`config.mk`:
```
export PLATFORM = sky130hd
export DESIGN_NAME = ppo_port
export DESIGN_NICKNAME = d
export VERILOG_FILES = /design/src/hdl/ppo_pkg.sv /design/src/hdl/ppo_port.sv /design/src/hdl/ppo_buf.sv
export SDC_FILE = /design/constraint.sdc
export NUM_CORES = 1
export LEC_CHECK = 0
export BUFFER_PORTS_ARGS = -buffer_cell sky130_fd_sc_hd__buf_2
export CAP_MARGIN = 10
export CORE_AREA = 2 2 173 175
export DETAILED_ROUTE_END_ITERATION = 16
export DIE_AREA = 0 0 175 177
export MAX_ROUTING_LAYER = met4
export PLACE_DENSITY = 0.78
export SYNTH_ARGS = -nofsm -noshare
export SYNTH_HDL_FRONTEND = slang
export SYNTH_SLANG_ARGS = --single-unit
export TNS_END_PERCENT = 50
```
`constraint.sdc`:
```
create_clock -name sys_clk -period 14.65 [get_ports sys_clk]
set_input_delay 1.465 -clock sys_clk [delete_from_list [all_inputs] [get_ports sys_clk]]
set_output_delay 1.465 -clock sys_clk [all_outputs]
set_load 0.1 [all_outputs]
```
`src/hdl/ppo_pkg.sv`:
```
package ppo_pkg;

    // Timing
    localparam int CLK_PERIOD_NS = 10;
    localparam int RES_REFRESH_US = 50;
    localparam int RES_REFRESH_CYC = RES_REFRESH_US * 1000 / CLK_PERIOD_NS;
    localparam int LDT_REFRESH_MS = 40;
    localparam int LDT_REFRESH_CYC = LDT_REFRESH_MS * 1000000 / CLK_PERIOD_NS;
    localparam int SETTLE_US = 100;
    localparam int SETTLE_CYC = SETTLE_US * 1000 / CLK_PERIOD_NS;
    localparam int SYNC_LAT_CYC = 3;
    localparam int REFRESH_CNT_W = 23;

    // Output word
    localparam int WORD_W = 16;
    localparam int BCD_DIGITS = WORD_W / 4;
    localparam logic [WORD_W-1:0] BCD_MAX = 16'h270f;
    localparam int UPD_CNT_W = 16;

    // Register byte offsets
    localparam logic [7:0] ADDR_CTRL = 8'h00;
    localparam logic [7:0] ADDR_STATUS = 8'h04;
    localparam logic [7:0] ADDR_WORD = 8'h08;
    localparam logic [7:0] ADDR_COUNT = 8'h0c;

    // Control field positions
    localparam int CTRL_SRC_BIT = 0;
    localparam int CTRL_FMT_LSB = 1;
    localparam int CTRL_MODE_BIT = 3;
    localparam int CTRL_STRB_EN_BIT = 4;
    localparam int CTRL_LDT_BIT = 5;

    // Status field positions
    localparam int STAT_STRB_BIT = 0;
    localparam int STAT_HOLD_BIT = 1;
    localparam int STAT_BUF_BIT = 2;
    localparam int STAT_DATA_BIT = 3;
    localparam int STAT_PEND_BIT = 4;

    localparam logic [2:0] HSIZE_WORD = 3'h2;

    typedef enum logic [1:0] {
        FMT_BIN = 2'b00,
        FMT_BCD = 2'b01,
        FMT_GRAY = 2'b10
    } ppo_fmt_t;

    typedef enum logic [1:0] {
        BUS_IDLE = 2'b00,
        BUS_WRITE = 2'b01,
        BUS_READ = 2'b10
    } ppo_bus_st_t;

    typedef struct packed {
        logic ldt;
        logic strb_en;
        logic hs_mode;
        ppo_fmt_t fmt;
        logic src_vel;
    } ppo_ctrl_t;

    typedef struct packed {
        logic [WORD_W-1:0] pos;
        logic [WORD_W-1:0] vel;
    } ppo_meas_t;

    typedef struct packed {
        ppo_bus_st_t bus_st;
        logic [7:0] bus_addr;
        logic [31:0] hrdata;
        logic hreadyout;
        logic hresp;
        ppo_ctrl_t ctrl;
        logic strb_meta;
        logic strb_sync;
        logic strb_prev;
        ppo_meas_t latest;
        logic latest_ok;
        logic rel_pend;
        logic [WORD_W-1:0] par_word;
        logic par_load;
        logic [REFRESH_CNT_W-1:0] cnt;
        logic [UPD_CNT_W-1:0] upd_cnt;
    } ppo_state_t;

    localparam ppo_ctrl_t CTRL_RST = '{
        ldt: 1'b0, strb_en: 1'b0, hs_mode: 1'b0, fmt: FMT_BIN, src_vel: 1'b0};

    localparam ppo_state_t ST_RST = '{
        bus_st: BUS_IDLE,
        bus_addr: 8'h00,
        hrdata: 32'h0000_0000,
        hreadyout: 1'b0,
        hresp: 1'b0,
        ctrl: CTRL_RST,
        strb_meta: 1'b0,
        strb_sync: 1'b0,
        strb_prev: 1'b0,
        latest: '{pos: 16'h0000, vel: 16'h0000},
        latest_ok: 1'b0,
        rel_pend: 1'b0,
        par_word: 16'h0000,
        par_load: 1'b0,
        cnt: 23'h000000,
        upd_cnt: 16'h0000};

endpackage

```
`src/hdl/ppo_port.sv`:
```
module ppo_port #(
    parameter int RES_REFRESH_CYC = ppo_pkg::RES_REFRESH_CYC,
    parameter int LDT_REFRESH_CYC = ppo_pkg::LDT_REFRESH_CYC,
    parameter int SETTLE_CYC = ppo_pkg::SETTLE_CYC
) (
    input wire logic sys_clk,
    input wire logic resetn,
    input wire logic hsel,
    input wire logic [31:0] haddr,
    input wire logic [1:0] htrans,
    input wire logic hwrite,
    input wire logic [2:0] hsize,
    input wire logic [31:0] hwdata,
    input wire logic hready,
    output logic [31:0] hrdata,
    output logic hreadyout,
    output logic hresp,
    input wire logic meas_valid,
    output logic meas_ready,
    input wire ppo_pkg::ppo_meas_t meas,
    input wire logic par_strobe,
    output logic [ppo_pkg::WORD_W-1:0] par_word,
    output logic par_load
);

    localparam int W = ppo_pkg::WORD_W;
    localparam int CW = ppo_pkg::REFRESH_CNT_W;

    if ((W % 4) != 0 || W < 4)
    begin : g_bad_word
        $error("ppo_port: word width must be a positive multiple of four");
    end
    if (RES_REFRESH_CYC < 1 || RES_REFRESH_CYC > (2 ** CW))
    begin : g_bad_res
        $error("ppo_port: resolver refresh count out of range");
    end
    if (LDT_REFRESH_CYC < 1 || LDT_REFRESH_CYC > (2 ** CW))
    begin : g_bad_ldt
        $error("ppo_port: transducer refresh count out of range");
    end
    // Edge-to-word latency must fit in the reader's settling wait
    if (SETTLE_CYC < ppo_pkg::SYNC_LAT_CYC)
    begin : g_bad_settle
        $error("ppo_port: settling count shorter than strobe latency");
    end

    localparam logic [CW-1:0] RES_RELOAD = CW'(RES_REFRESH_CYC - 1);
    localparam logic [CW-1:0] LDT_RELOAD = CW'(LDT_REFRESH_CYC - 1);

    ppo_pkg::ppo_state_t st_q;
    ppo_pkg::ppo_state_t st_d;

    logic buf_valid;
    logic buf_ready;
    ppo_pkg::ppo_meas_t buf_data;
    logic [W-1:0] src_w;
    logic [W-1:0] gray_w;
    logic [W-1:0] bcd_w;
    logic [W-1:0] coded_w;
    logic hold;
    logic strb_edge;
    logic strb_fall;
    logic tick;
    logic load;
    logic addr_take;

    // Overflow saturates to all nines rather than wrapping to a wrong number
    function automatic logic [W-1:0] to_bcd(input logic [W-1:0] b);
        logic [2*W-1:0] sh;
        sh = {{W{1'b0}}, b};
        for (int k = 0; k < W; k++)
        begin
            for (int d = 0; d < W / 4; d++)
            begin
                if (sh[W + 4 * d +: 4] >= 4'h5)
                begin
                    sh[W + 4 * d +: 4] = sh[W + 4 * d +: 4] + 4'h3;
                end
            end
            sh = {sh[2*W-2:0], 1'b0};
        end
        if (b > ppo_pkg::BCD_MAX)
        begin
            sh[2*W-1:W] = {ppo_pkg::BCD_DIGITS{4'h9}};
        end
        return sh[2*W-1:W];
    endfunction

    // Stalls while latched, so samples back up into the buffer, not lost
    ppo_buf #(
        .DATA_W($bits(ppo_pkg::ppo_meas_t))
    ) u_buf (
        .sys_clk(sys_clk),
        .resetn(resetn),
        .in_valid(meas_valid),
        .in_ready(meas_ready),
        .in_data(meas),
        .out_valid(buf_valid),
        .out_ready(buf_ready),
        .out_data(buf_data)
    );

    assign src_w = st_q.ctrl.src_vel ? st_q.latest.vel : st_q.latest.pos;

    genvar gi;
    for (gi = 0; gi < W - 1; gi++)
    begin : g_gray
        assign gray_w[gi] = src_w[gi] ^ src_w[gi + 1];
    end
    assign gray_w[W-1] = src_w[W-1];

    assign bcd_w = to_bcd(src_w);

    always_comb
    begin
        case (st_q.ctrl.fmt)
            ppo_pkg::FMT_BCD:
            begin
                coded_w = bcd_w;
            end
            ppo_pkg::FMT_GRAY:
            begin
                coded_w = gray_w;
            end
            default:
            begin
                coded_w = src_w;
            end
        endcase
    end

    // Only the synchronized copies are looked at
    assign strb_edge = st_q.strb_sync ^ st_q.strb_prev;
    assign strb_fall = st_q.strb_prev && !st_q.strb_sync;
    assign hold = st_q.ctrl.strb_en && !st_q.ctrl.hs_mode && st_q.strb_sync;
    assign buf_ready = !hold;
    assign tick = (st_q.cnt == '0);

    always_comb
    begin
        load = 1'b0;
        if (!st_q.ctrl.strb_en)
        begin
            load = tick;
        end
        else if (st_q.ctrl.hs_mode)
        begin
            // Relies on the controller keeping the square wave going
            load = strb_edge;
        end
        else
        begin
            // Release waits for the buffer to drain so the word is current
            load = !hold && ((tick && !st_q.rel_pend) || (st_q.rel_pend && !buf_valid));
        end
    end

    assign addr_take = hsel && hready && htrans[1];

    always_comb
    begin
        st_d = st_q;
        st_d.hreadyout = 1'b1;
        st_d.hresp = 1'b0;
        st_d.par_load = 1'b0;

        st_d.strb_meta = par_strobe;
        st_d.strb_sync = st_q.strb_meta;
        st_d.strb_prev = st_q.strb_sync;

        if (tick)
        begin
            st_d.cnt = st_q.ctrl.ldt ? LDT_RELOAD : RES_RELOAD;
        end
        else
        begin
            st_d.cnt = st_q.cnt - CW'(1);
        end

        if (buf_valid && buf_ready)
        begin
            st_d.latest = buf_data;
            st_d.latest_ok = 1'b1;
        end

        if (strb_fall && st_q.ctrl.strb_en && !st_q.ctrl.hs_mode)
        begin
            st_d.rel_pend = 1'b1;
        end
        else if (load)
        begin
            st_d.rel_pend = 1'b0;
        end

        // Clear by software and a load in the same cycle leave the count at one
        if (st_q.bus_st == ppo_pkg::BUS_WRITE && st_q.bus_addr == ppo_pkg::ADDR_COUNT)
        begin
            st_d.upd_cnt = '0;
        end
        if (load)
        begin
            st_d.par_word = coded_w;
            st_d.par_load = 1'b1;
            st_d.upd_cnt = st_d.upd_cnt + 16'h0001;
        end

        if (st_q.bus_st == ppo_pkg::BUS_WRITE && st_q.bus_addr == ppo_pkg::ADDR_CTRL)
        begin
            st_d.ctrl.src_vel = hwdata[ppo_pkg::CTRL_SRC_BIT];
            st_d.ctrl.hs_mode = hwdata[ppo_pkg::CTRL_MODE_BIT];
            st_d.ctrl.strb_en = hwdata[ppo_pkg::CTRL_STRB_EN_BIT];
            st_d.ctrl.ldt = hwdata[ppo_pkg::CTRL_LDT_BIT];
            case (hwdata[ppo_pkg::CTRL_FMT_LSB +: 2])
                2'b01:
                begin
                    st_d.ctrl.fmt = ppo_pkg::FMT_BCD;
                end
                2'b10:
                begin
                    st_d.ctrl.fmt = ppo_pkg::FMT_GRAY;
                end
                default:
                begin
                    st_d.ctrl.fmt = ppo_pkg::FMT_BIN;
                end
            endcase
        end

        st_d.bus_st = ppo_pkg::BUS_IDLE;
        if (addr_take && hsize == ppo_pkg::HSIZE_WORD)
        begin
            st_d.bus_addr = haddr[7:0];
            st_d.bus_st = hwrite ? ppo_pkg::BUS_WRITE : ppo_pkg::BUS_READ;
        end

        // Read data taken from the updated control, so write-then-read is coherent
        st_d.hrdata = 32'h0000_0000;
        if (addr_take && !hwrite && hsize == ppo_pkg::HSIZE_WORD && haddr[31:8] == 24'h000000)
        begin
            case (haddr[7:0])
                ppo_pkg::ADDR_CTRL:
                begin
                    st_d.hrdata[ppo_pkg::CTRL_SRC_BIT] = st_d.ctrl.src_vel;
                    st_d.hrdata[ppo_pkg::CTRL_FMT_LSB +: 2] = st_d.ctrl.fmt;
                    st_d.hrdata[ppo_pkg::CTRL_MODE_BIT] = st_d.ctrl.hs_mode;
                    st_d.hrdata[ppo_pkg::CTRL_STRB_EN_BIT] = st_d.ctrl.strb_en;
                    st_d.hrdata[ppo_pkg::CTRL_LDT_BIT] = st_d.ctrl.ldt;
                end
                ppo_pkg::ADDR_STATUS:
                begin
                    st_d.hrdata[ppo_pkg::STAT_STRB_BIT] = st_q.strb_sync;
                    st_d.hrdata[ppo_pkg::STAT_HOLD_BIT] = hold;
                    st_d.hrdata[ppo_pkg::STAT_BUF_BIT] = buf_valid;
                    st_d.hrdata[ppo_pkg::STAT_DATA_BIT] = st_q.latest_ok;
                    st_d.hrdata[ppo_pkg::STAT_PEND_BIT] = st_q.rel_pend;
                end
                ppo_pkg::ADDR_WORD:
                begin
                    st_d.hrdata[W-1:0] = st_q.par_word;
                end
                ppo_pkg::ADDR_COUNT:
                begin
                    st_d.hrdata[ppo_pkg::UPD_CNT_W-1:0] = st_q.upd_cnt;
                end
                default:
                begin
                    st_d.hrdata = 32'h0000_0000;
                end
            endcase
        end
    end

    always_ff @(posedge sys_clk)
    begin
        if (!resetn)
        begin
            st_q <= ppo_pkg::ST_RST;
        end
        else
        begin
            st_q <= st_d;
        end
    end

    assign hrdata = st_q.hrdata;
    assign hreadyout = st_q.hreadyout;
    assign hresp = st_q.hresp;
    assign par_word = st_q.par_word;
    assign par_load = st_q.par_load;

endmodule // ppo_port

```
`src/hdl/ppo_buf.sv`:
```
module ppo_buf #(
    parameter int DATA_W = 32
) (
    input wire logic sys_clk,
    input wire logic resetn,
    input wire logic in_valid,
    output logic in_ready,
    input wire logic [DATA_W-1:0] in_data,
    output logic out_valid,
    input wire logic out_ready,
    output logic [DATA_W-1:0] out_data
);

    typedef struct packed {
        logic [1:0][DATA_W-1:0] mem;
        logic wr_ptr;
        logic rd_ptr;
        logic [1:0] count;
        logic in_rdy;
    } ppo_buf_st_t;

    ppo_buf_st_t st_q;
    ppo_buf_st_t st_d;
    logic push;
    logic pop;

    if (DATA_W < 1)
    begin : g_bad_width
        $error("ppo_buf: DATA_W must be at least 1");
    end

    assign push = in_valid && st_q.in_rdy;
    assign pop = (st_q.count != 2'd0) && out_ready;

    always_comb
    begin
        st_d = st_q;
        if (push)
        begin
            st_d.mem[st_q.wr_ptr] = in_data;
            st_d.wr_ptr = ~st_q.wr_ptr;
        end
        if (pop)
        begin
            st_d.rd_ptr = ~st_q.rd_ptr;
        end
        if (push && !pop)
        begin
            st_d.count = st_q.count + 2'd1;
        end
        else if (pop && !push)
        begin
            st_d.count = st_q.count - 2'd1;
        end
        // Ready registered so the source sees a clean flop
        st_d.in_rdy = (st_d.count != 2'd2);
    end

    always_ff @(posedge sys_clk)
    begin
        if (!resetn)
        begin
            st_q <= '{mem: '0, wr_ptr: 1'b0, rd_ptr: 1'b0, count: 2'd0, in_rdy: 1'b0};
        end
        else
        begin
            st_q <= st_d;
        end
    end

    assign in_ready = st_q.in_rdy;
    assign out_valid = (st_q.count != 2'd0);
    assign out_data = st_q.mem[st_q.rd_ptr];

endmodule // ppo_buf

```
# Word-level counts from Yosys, hierarchy flattened
# Index checks and enable logic that the tools add are counted.
[totals] ff_bits=212 wordCells=232 out_inout_bits=52 inputBits=108
[op_classes] bitwise_logic=18 mux=61 eq_ne=11 n_reduce_logical=38 addsub=38 n_lt_le_gt_ge=38
[ops] op=">= comparator 4 x 3 -> 1 bit, second input constant" n=30
[ops] op="two-way mux 4 bit" n=30
[ops] op="adder 4 x 2 -> 4 bit, second input constant" n=27
[ops] op="two-way mux 101 bit" n=1
[ops] op="two-way mux 32 bit" n=3
[ops] op="bitwise mux 64 bit" n=1
[ops] op="two-way mux 16 bit" n=4
[ops] op="two-way mux 33 bit" n=1
[ops] op="demux 32 bit (select 1 bit)" n=1
[ops] op="case mux 16 bit (2 select lines)" n=1
[ops] op="equality test 8 x 4 -> 1 bit, second input constant" n=3
[ops] op="logical NOT 24 bit" n=1
[ops] op="logical NOT 23 bit" n=1
[ops] op="two-way mux 23 bit" n=1
[ops] op="subtractor 23 x 1 -> 23 bit, second input constant" n=1
[ops] op="two-way mux 22 bit" n=1
[ops] op="logical AND 1 bit" n=21
[ops] op="case mux 10 bit (2 select lines)" n=1
[ops] op="case mux 5 bit (4 select lines)" n=1
[ops] op="two-way mux 17 bit" n=1
[ops] op="adder 16 x 1 -> 16 bit, second input constant" n=1
[ops] op="> comparator 16 x 14 -> 1 bit, second input constant" n=1
[ops] op="logical NOT 8 bit" n=2
[ops] op="XOR 1 bit" n=16
[ops] op="other kinds (23)" n=53

# Longest topological paths before layout
[logic_depth] ltp_word=31 depth_mapped=68

# By module
# A second synthesis with hierarchy kept.
[hier_totals] cells_unflattened=1858 hier_area_um2=14697.8
[by_module_without_submodules] mod="ppo_port" seq_area_each_um2=2522.4 area_each_um2=11417.2 instances=1 cells_each=1509
[by_module_without_submodules] mod="ppo_buf" seq_area_each_um2=1381.3 area_each_um2=3280.6 instances=1 cells_each=349

# Least setup slack after synthesis
# Ideal clock, no wire load.
[synth_timing] path_kind="flip-flop to flip-flop" startpoint="register st_q[93] in the netlist's numbering" endpoint="register st_q (netlist bit par_word[14])" path_stages_with_launch=62 period_less_slack_ns=11.555 setup_ns=0.070 setup_slack_ns=3.095 t_required_ns=14.580 t_arrival_ns=11.485 path_cell_list="dfxtp_1 > buf_4 > mux2i_1 > inv_1 > ha_1 > buf_4 > a211oi_2 > or2_2 > inv_1 > ha_1 > inv_1 > nor2_1 > o31a_4 > buf_6 > xnor2_1 > ha_1 > inv_1 > nor2_1 > (+26 left out) > inv_1 > ha_1 > o21ai_0 > xor2_1 > inv_1 > ha_1 > o31ai_1 > mux2_2 > ha_1 > inv_1 > nor2_1 > o21bai_1 > a21oi_1 > inv_1 > ha_1 > inv_1 > a221o_1 > a21oi_1"
[synth_between] elab_chain_len=29 word_cells_on_any_way=89
[synth_rtl] element="from (decl)" line_no="ppo_port.sv:50" rtl="ppo_pkg::ppo_state_t st_q;"
[synth_rtl] element="from (signal assigned)" line_no="ppo_port.sv:277" rtl="st_q <= ppo_pkg::ST_RST;"
[synth_rtl] element="from (signal assigned)" line_no="ppo_port.sv:281" rtl="st_q <= st_d;"
[synth_rtl] element="two-way mux 16 bit *" line_no="ppo_port.sv:103" rtl="assign src_w = st_q.ctrl.src_vel ? st_q.latest.vel : st_q.latest.pos;"
[synth_rtl] element="adder 3 x 2 -> 4 bit / >= comparator 3 bit (equally long branches)" line_no="ppo_port.sv:77, ppo_port.sv:75"
[synth_rtl] element="two-way mux 4 bit" line_no="ppo_port.sv:75" rtl="if (sh[W + 4 * d +: 4] >= 4'h5)"
[synth_rtl] element="adder 4 x 2 -> 4 bit / >= comparator 4 x 3 -> 1 bit (equally long branches)" line_no="ppo_port.sv:77, ppo_port.sv:75"
[synth_rtl] element="two-way mux 4 bit" line_no="ppo_port.sv:75"
[synth_rtl] element="adder 4 x 2 -> 4 bit / >= comparator 4 x 3 -> 1 bit (equally long branches)" line_no="ppo_port.sv:77, ppo_port.sv:75"
[synth_rtl] element="two-way mux 4 bit" line_no="ppo_port.sv:75"
[synth_rtl] element="adder 4 x 2 -> 4 bit, or another cell as far along" line_no="ppo_port.sv:77" rtl="sh[W + 4 * d +: 4] = sh[W + 4 * d +: 4] + 4'h3;"
[synth_rtl] element="(+13 left out)"
[synth_rtl] element="adder 4 x 2 -> 4 bit, or another cell as far along" line_no="ppo_port.sv:77"
[synth_rtl] element="two-way mux 4 bit / two-way mux 3 bit (equally long branches)" line_no="ppo_port.sv:75"
[synth_rtl] element="adder 4 x 2 -> 4 bit, or another cell as far along" line_no="ppo_port.sv:77"
[synth_rtl] element="two-way mux 4 bit / two-way mux 3 bit (equally long branches)" line_no="ppo_port.sv:75"
[synth_rtl] element=">= comparator 4 x 3 -> 1 bit / adder 3 x 2 -> 3 bit (equally long branches)" line_no="ppo_port.sv:75, ppo_port.sv:77"
[synth_rtl] element="two-way mux 3 bit" line_no="ppo_port.sv:75"
[synth_rtl] element="two-way mux 16 bit" line_no="ppo_port.sv:82" rtl="if (b > ppo_pkg::BCD_MAX)"
[synth_rtl] element="case mux 16 bit (2 select lines) *" line_no="ppo_port.sv:116" rtl="case (st_q.ctrl.fmt)"
# Every way passes the cells marked *; elsewhere a longest branch is shown, timed or not.
# A chain may end at the register's enable or synchronous reset.

# Final worst setup path
# Same ends and word-level chain as after synthesis.

==> flow_summary_export.csv <==
group,metric,value,unit
logic_synthesis,ys_types,115,
min_path,hold_class,"reg2reg",
logic_synthesis,synth_cells,1842,
sta,finalSetupViolCount,0,
global_routing,grt_pass1_vias,12200,
sta,fin_skew,10.6,ps
clocking,cts_tree,"built",
clocking,clock-sinks,195,
setup_path,r2r_slack,1030,ps
global_routing,grt-busiest-layer,"met2",
layout,register_area,3910,sq um
setup_path,path_max_fanout,12,
logic_synthesis,netlist_area,14400,sq um
floorplanning,die_h,177,um
floorplanning,coreArea,29200,sq um
detailed_routing,vias,13500,
clocking,cts_buffers,17,
global_routing,use_met3,0.0292,
detailed_routing,first_pass_iters,6,
global_routing,grt_usage,0.236,
logic_synthesis,yosysTopAreaCell,"dfxtp_1",
layout,multiInputGateArea,9550,sq um
sta,rsz0062_at_grt,"no",
setup_path,rr_endpoint,"par_word[14]$_SDFFE_PN0N_",
layout,nets,2016,
setup_path,endpoint_kind,"flip-flop",
setup_path,r2r_start,"st_q[93]$_SDFF_PN0_",
logic_synthesis,ys_ff_latch,195,
setup_path,critPathLaunchType,"flip-flop",
detailed_routing,wirelength,36.4,mm
floorplanning,pin_count,160,
sta,fin_crit,13620,ps
logic_synthesis,yosysSeqAreaShare,0.270,
floorplanning,die_w,175,um
detailed_routing,vias_per_cell,5.96,
setup_path,slowest_delay,650,ps
global_routing,grt_pass1_wl,59.6,mm
floorplanning,initial_core_util,0.494,
place,dp_hpwl,26.0,mm
sta,max_freq,73.4,MHz
floorplanning,die_area,31000,sq um
logic_synthesis,synth_ff_type,"dfxtp_1",
sta,min_period_over_period,0.930,
detailed_routing,dr.first_iter.drc_count,1170,
clocking,cts_resized,0,
setup_path,worstPathArrival,13930,ps
detailed_routing,wire_per_inst,16.1,um
status,outcome,"completed",
global_routing,grt_util_met2,0.387,
min_path,hold_depth,1,
setup_path,worst_path_max_delay_cell,"mux2i_1",
min_path,hold_start,"st_d[91]$_SDFF_PN0_",
clocking,clock_latency,440,ps
clocking,htreeDepth,4,
layout,fillCellCount,2684,
clocking,cts-root-buf,"clkbuf_16",
setup_path,cp.required,14960,ps
detailed_routing,ant_nets,0,
sta,tightest_slew,1160,ps
place,gp_congestion,0.925,
logic_synthesis,avgSynthCellArea,7.84,sq um
min_path,min_delay_worst_endpoint,"st_d[90]$_SDFF_PN0_",
sta,finalHoldViolations,0,
global_routing,grt_remaining_overflow,0,
sta,drv_slew,0,
detailed_routing,drc,0,
floorplanning,fp-row-count,63,
logic_synthesis,synth_area_leaders,"dfxtp_1 (27%), nand2_1 (7.0%), mux2i_1 (6.0%)",
sta,max-slew-margin-rel,0.203,
global_routing,grt_max_degree,118,
clocking,clk_path_buf_depth,2,
global_routing,antenna_found_initial,1,
setup_path,crit_type,"reg2reg",
logic_synthesis,ys_warn_count,0,
layout,syn_to_final_growth,7.64,%
run,cap_violations,0,
place,io_buffers,115,
logic_synthesis,async_flop_share,0,
layout,drive_gt1_frac,0.139,
setup_path,r2r_cells,58,
clocking,holdBufCountCts,0,
logic_synthesis,synth-edff-count,0,
clocking,cts_setup_buffers,0,
clocking,clk_pin_slew_worst_paths,70,ps
logic_synthesis,synth_top_area_frac,0.270,
global_routing,met1_usage,0.303,
sta,fin_setup_tns,0,ps
==> through the flow <==
| stage | std cells | worst slack [ps] | area, sq um | hold slack, ps | utilization |
|---|---|---|---|---|---|
| 2_1_floorplan | 1858 | 3100 | 14500 | 412 | - |
| 3_3_place_gp | 2232 | 1320 | 14900 | 421 | 0.511 |
| 3_5_place_dp | 2232 | 1010 | 14900 | 428 | 0.511 |
| 4_1_cts | 2263 | 924 | 15500 | 444 | 0.531 |
| 5_1_grt | 2264 | 125 | 15500 | 468 | 0.532 |
| 6_report | 2264 | 1030 | 15500 | 452 | 0.532 |
==> worst max-delay path: cells and delay by family (launching register included) <==
kind / cells / cell delay, ps
AO/OA/AOI/OAI: 15 / 3880
XOR/XNOR: 3 / 890
adder cells (fa/ha/maj): 11 / 2900
buffers and inverters: 12 / 1300
flip-flops: 1 / 550
multiplexers: 5 / 1670
AND/OR/NAND/NOR: 12 / 2290
==> synth_stat cells, types with 10 or more instances <==
master and number:
nand4_1 15, and3_1 20, dfxtp_1 195, o22ai_1 12, o21a_1 11, a21boi_0 74
nor3_1 49, xnor2_1 24, mux2i_1 86, inv_1 69, buf_4 53, nand2_1 270
o31ai_1 11, o21ai_0 74, nor2_1 128, o21ai_1 16, nor2b_1 27, o211a_1 39
or3_1 13, o211ai_1 28, nand3_1 55, ha_1 47, a221oi_1 10, clkbuf_1 82
a211oi_1 28, mux2_2 15, a21oi_1 86, nand2b_1 13, xor2_1 22, nor4_1 19
and2_1 30, a31oi_1 13
==> per-layer routing <==
metal	share of wire	wire length, um
met5	0	0
met3	0.047	1700
met4	0.025	926
met2	0.48	17300
met1	0.45	16500
==> logic make-up (layout without fill, tap and decap cells) <==
logic type               Yosys count  count (layout)  synth area share
buffers and inverters            229             244            0.0748
AND/OR/NAND/NOR                  678             678             0.221
AO/OA/AOI/OAI                    530             530             0.276
XOR/XNOR                          49              49            0.0313
other                              1              18          0.000260
flip-flops                       195             195             0.270
multiplexers                     112             112            0.0855
adder cells (fa/ha/maj)           48              48            0.0414
==> sequential cells by signal (all words and copies together) (netlist names) <==
| signal | cells |
|---|---|
| u_buf.in_ready | 1 |
| par_load | 1 |
| par_word | 16 |
| u_buf.st_q | 68 |
| hrdata | 16 |
| st_q | 90 |
| st_d | 2 |
| hreadyout | 1 |
==> layout by cell type, fill, tap and decap left out, types with 28 or more instances in the layout <==
cell type / count
nor3_1: 49
inv_1: 69
o211ai_1: 28
ha_1: 47
dfxtp_1: 193
buf_2: 114
and2_1: 30
o21ai_0: 73
a21boi_0: 74
mux2i_1: 85
o211a_1: 39
a211oi_1: 28
a21oi_1: 85
nand2_1: 270
nand3_1: 55
nor2_1: 127
==> worst max-delay path by stage <==
stage,from,to,slack (ps),cells after the start
floorplan,st_q[93]$_SDFF_PN0_,par_word[14]$_SDFFE_PN0N_,3100,61
CTS,st_q[93]$_SDFF_PN0_,par_word[14]$_SDFFE_PN0N_,920,58
global placement,st_q[93]$_SDFF_PN0_,par_word[14]$_SDFFE_PN0N_,1320,58
finish,st_q[93]$_SDFF_PN0_,par_word[14]$_SDFFE_PN0N_,1030,58
global route,st_q[93]$_SDFF_PN0_,par_word[9]$_SDFFE_PN0N_,120,61
detailed placement,st_q[93]$_SDFF_PN0_,par_word[14]$_SDFFE_PN0N_,1010,58
==> final cells by class <==
| type | instances | area share |
|---|---|---|
| multi-input cells | 1434 | 0.614 |
| flip-flops and latches | 195 | 0.251 |
| repair buffers | 133 | 0.0459 |
| well taps | 390 | 0.0314 |
| clock buffers | 18 | 0.0276 |
| inverters | 80 | 0.0195 |
| clock inverters | 13 | 0.0101 |
| diodes | 1 | 0.000161 |
Power is left out: the tool's default activity adds up to more than one toggle a clock period on the data nets, which glitch-free logic cannot reach.
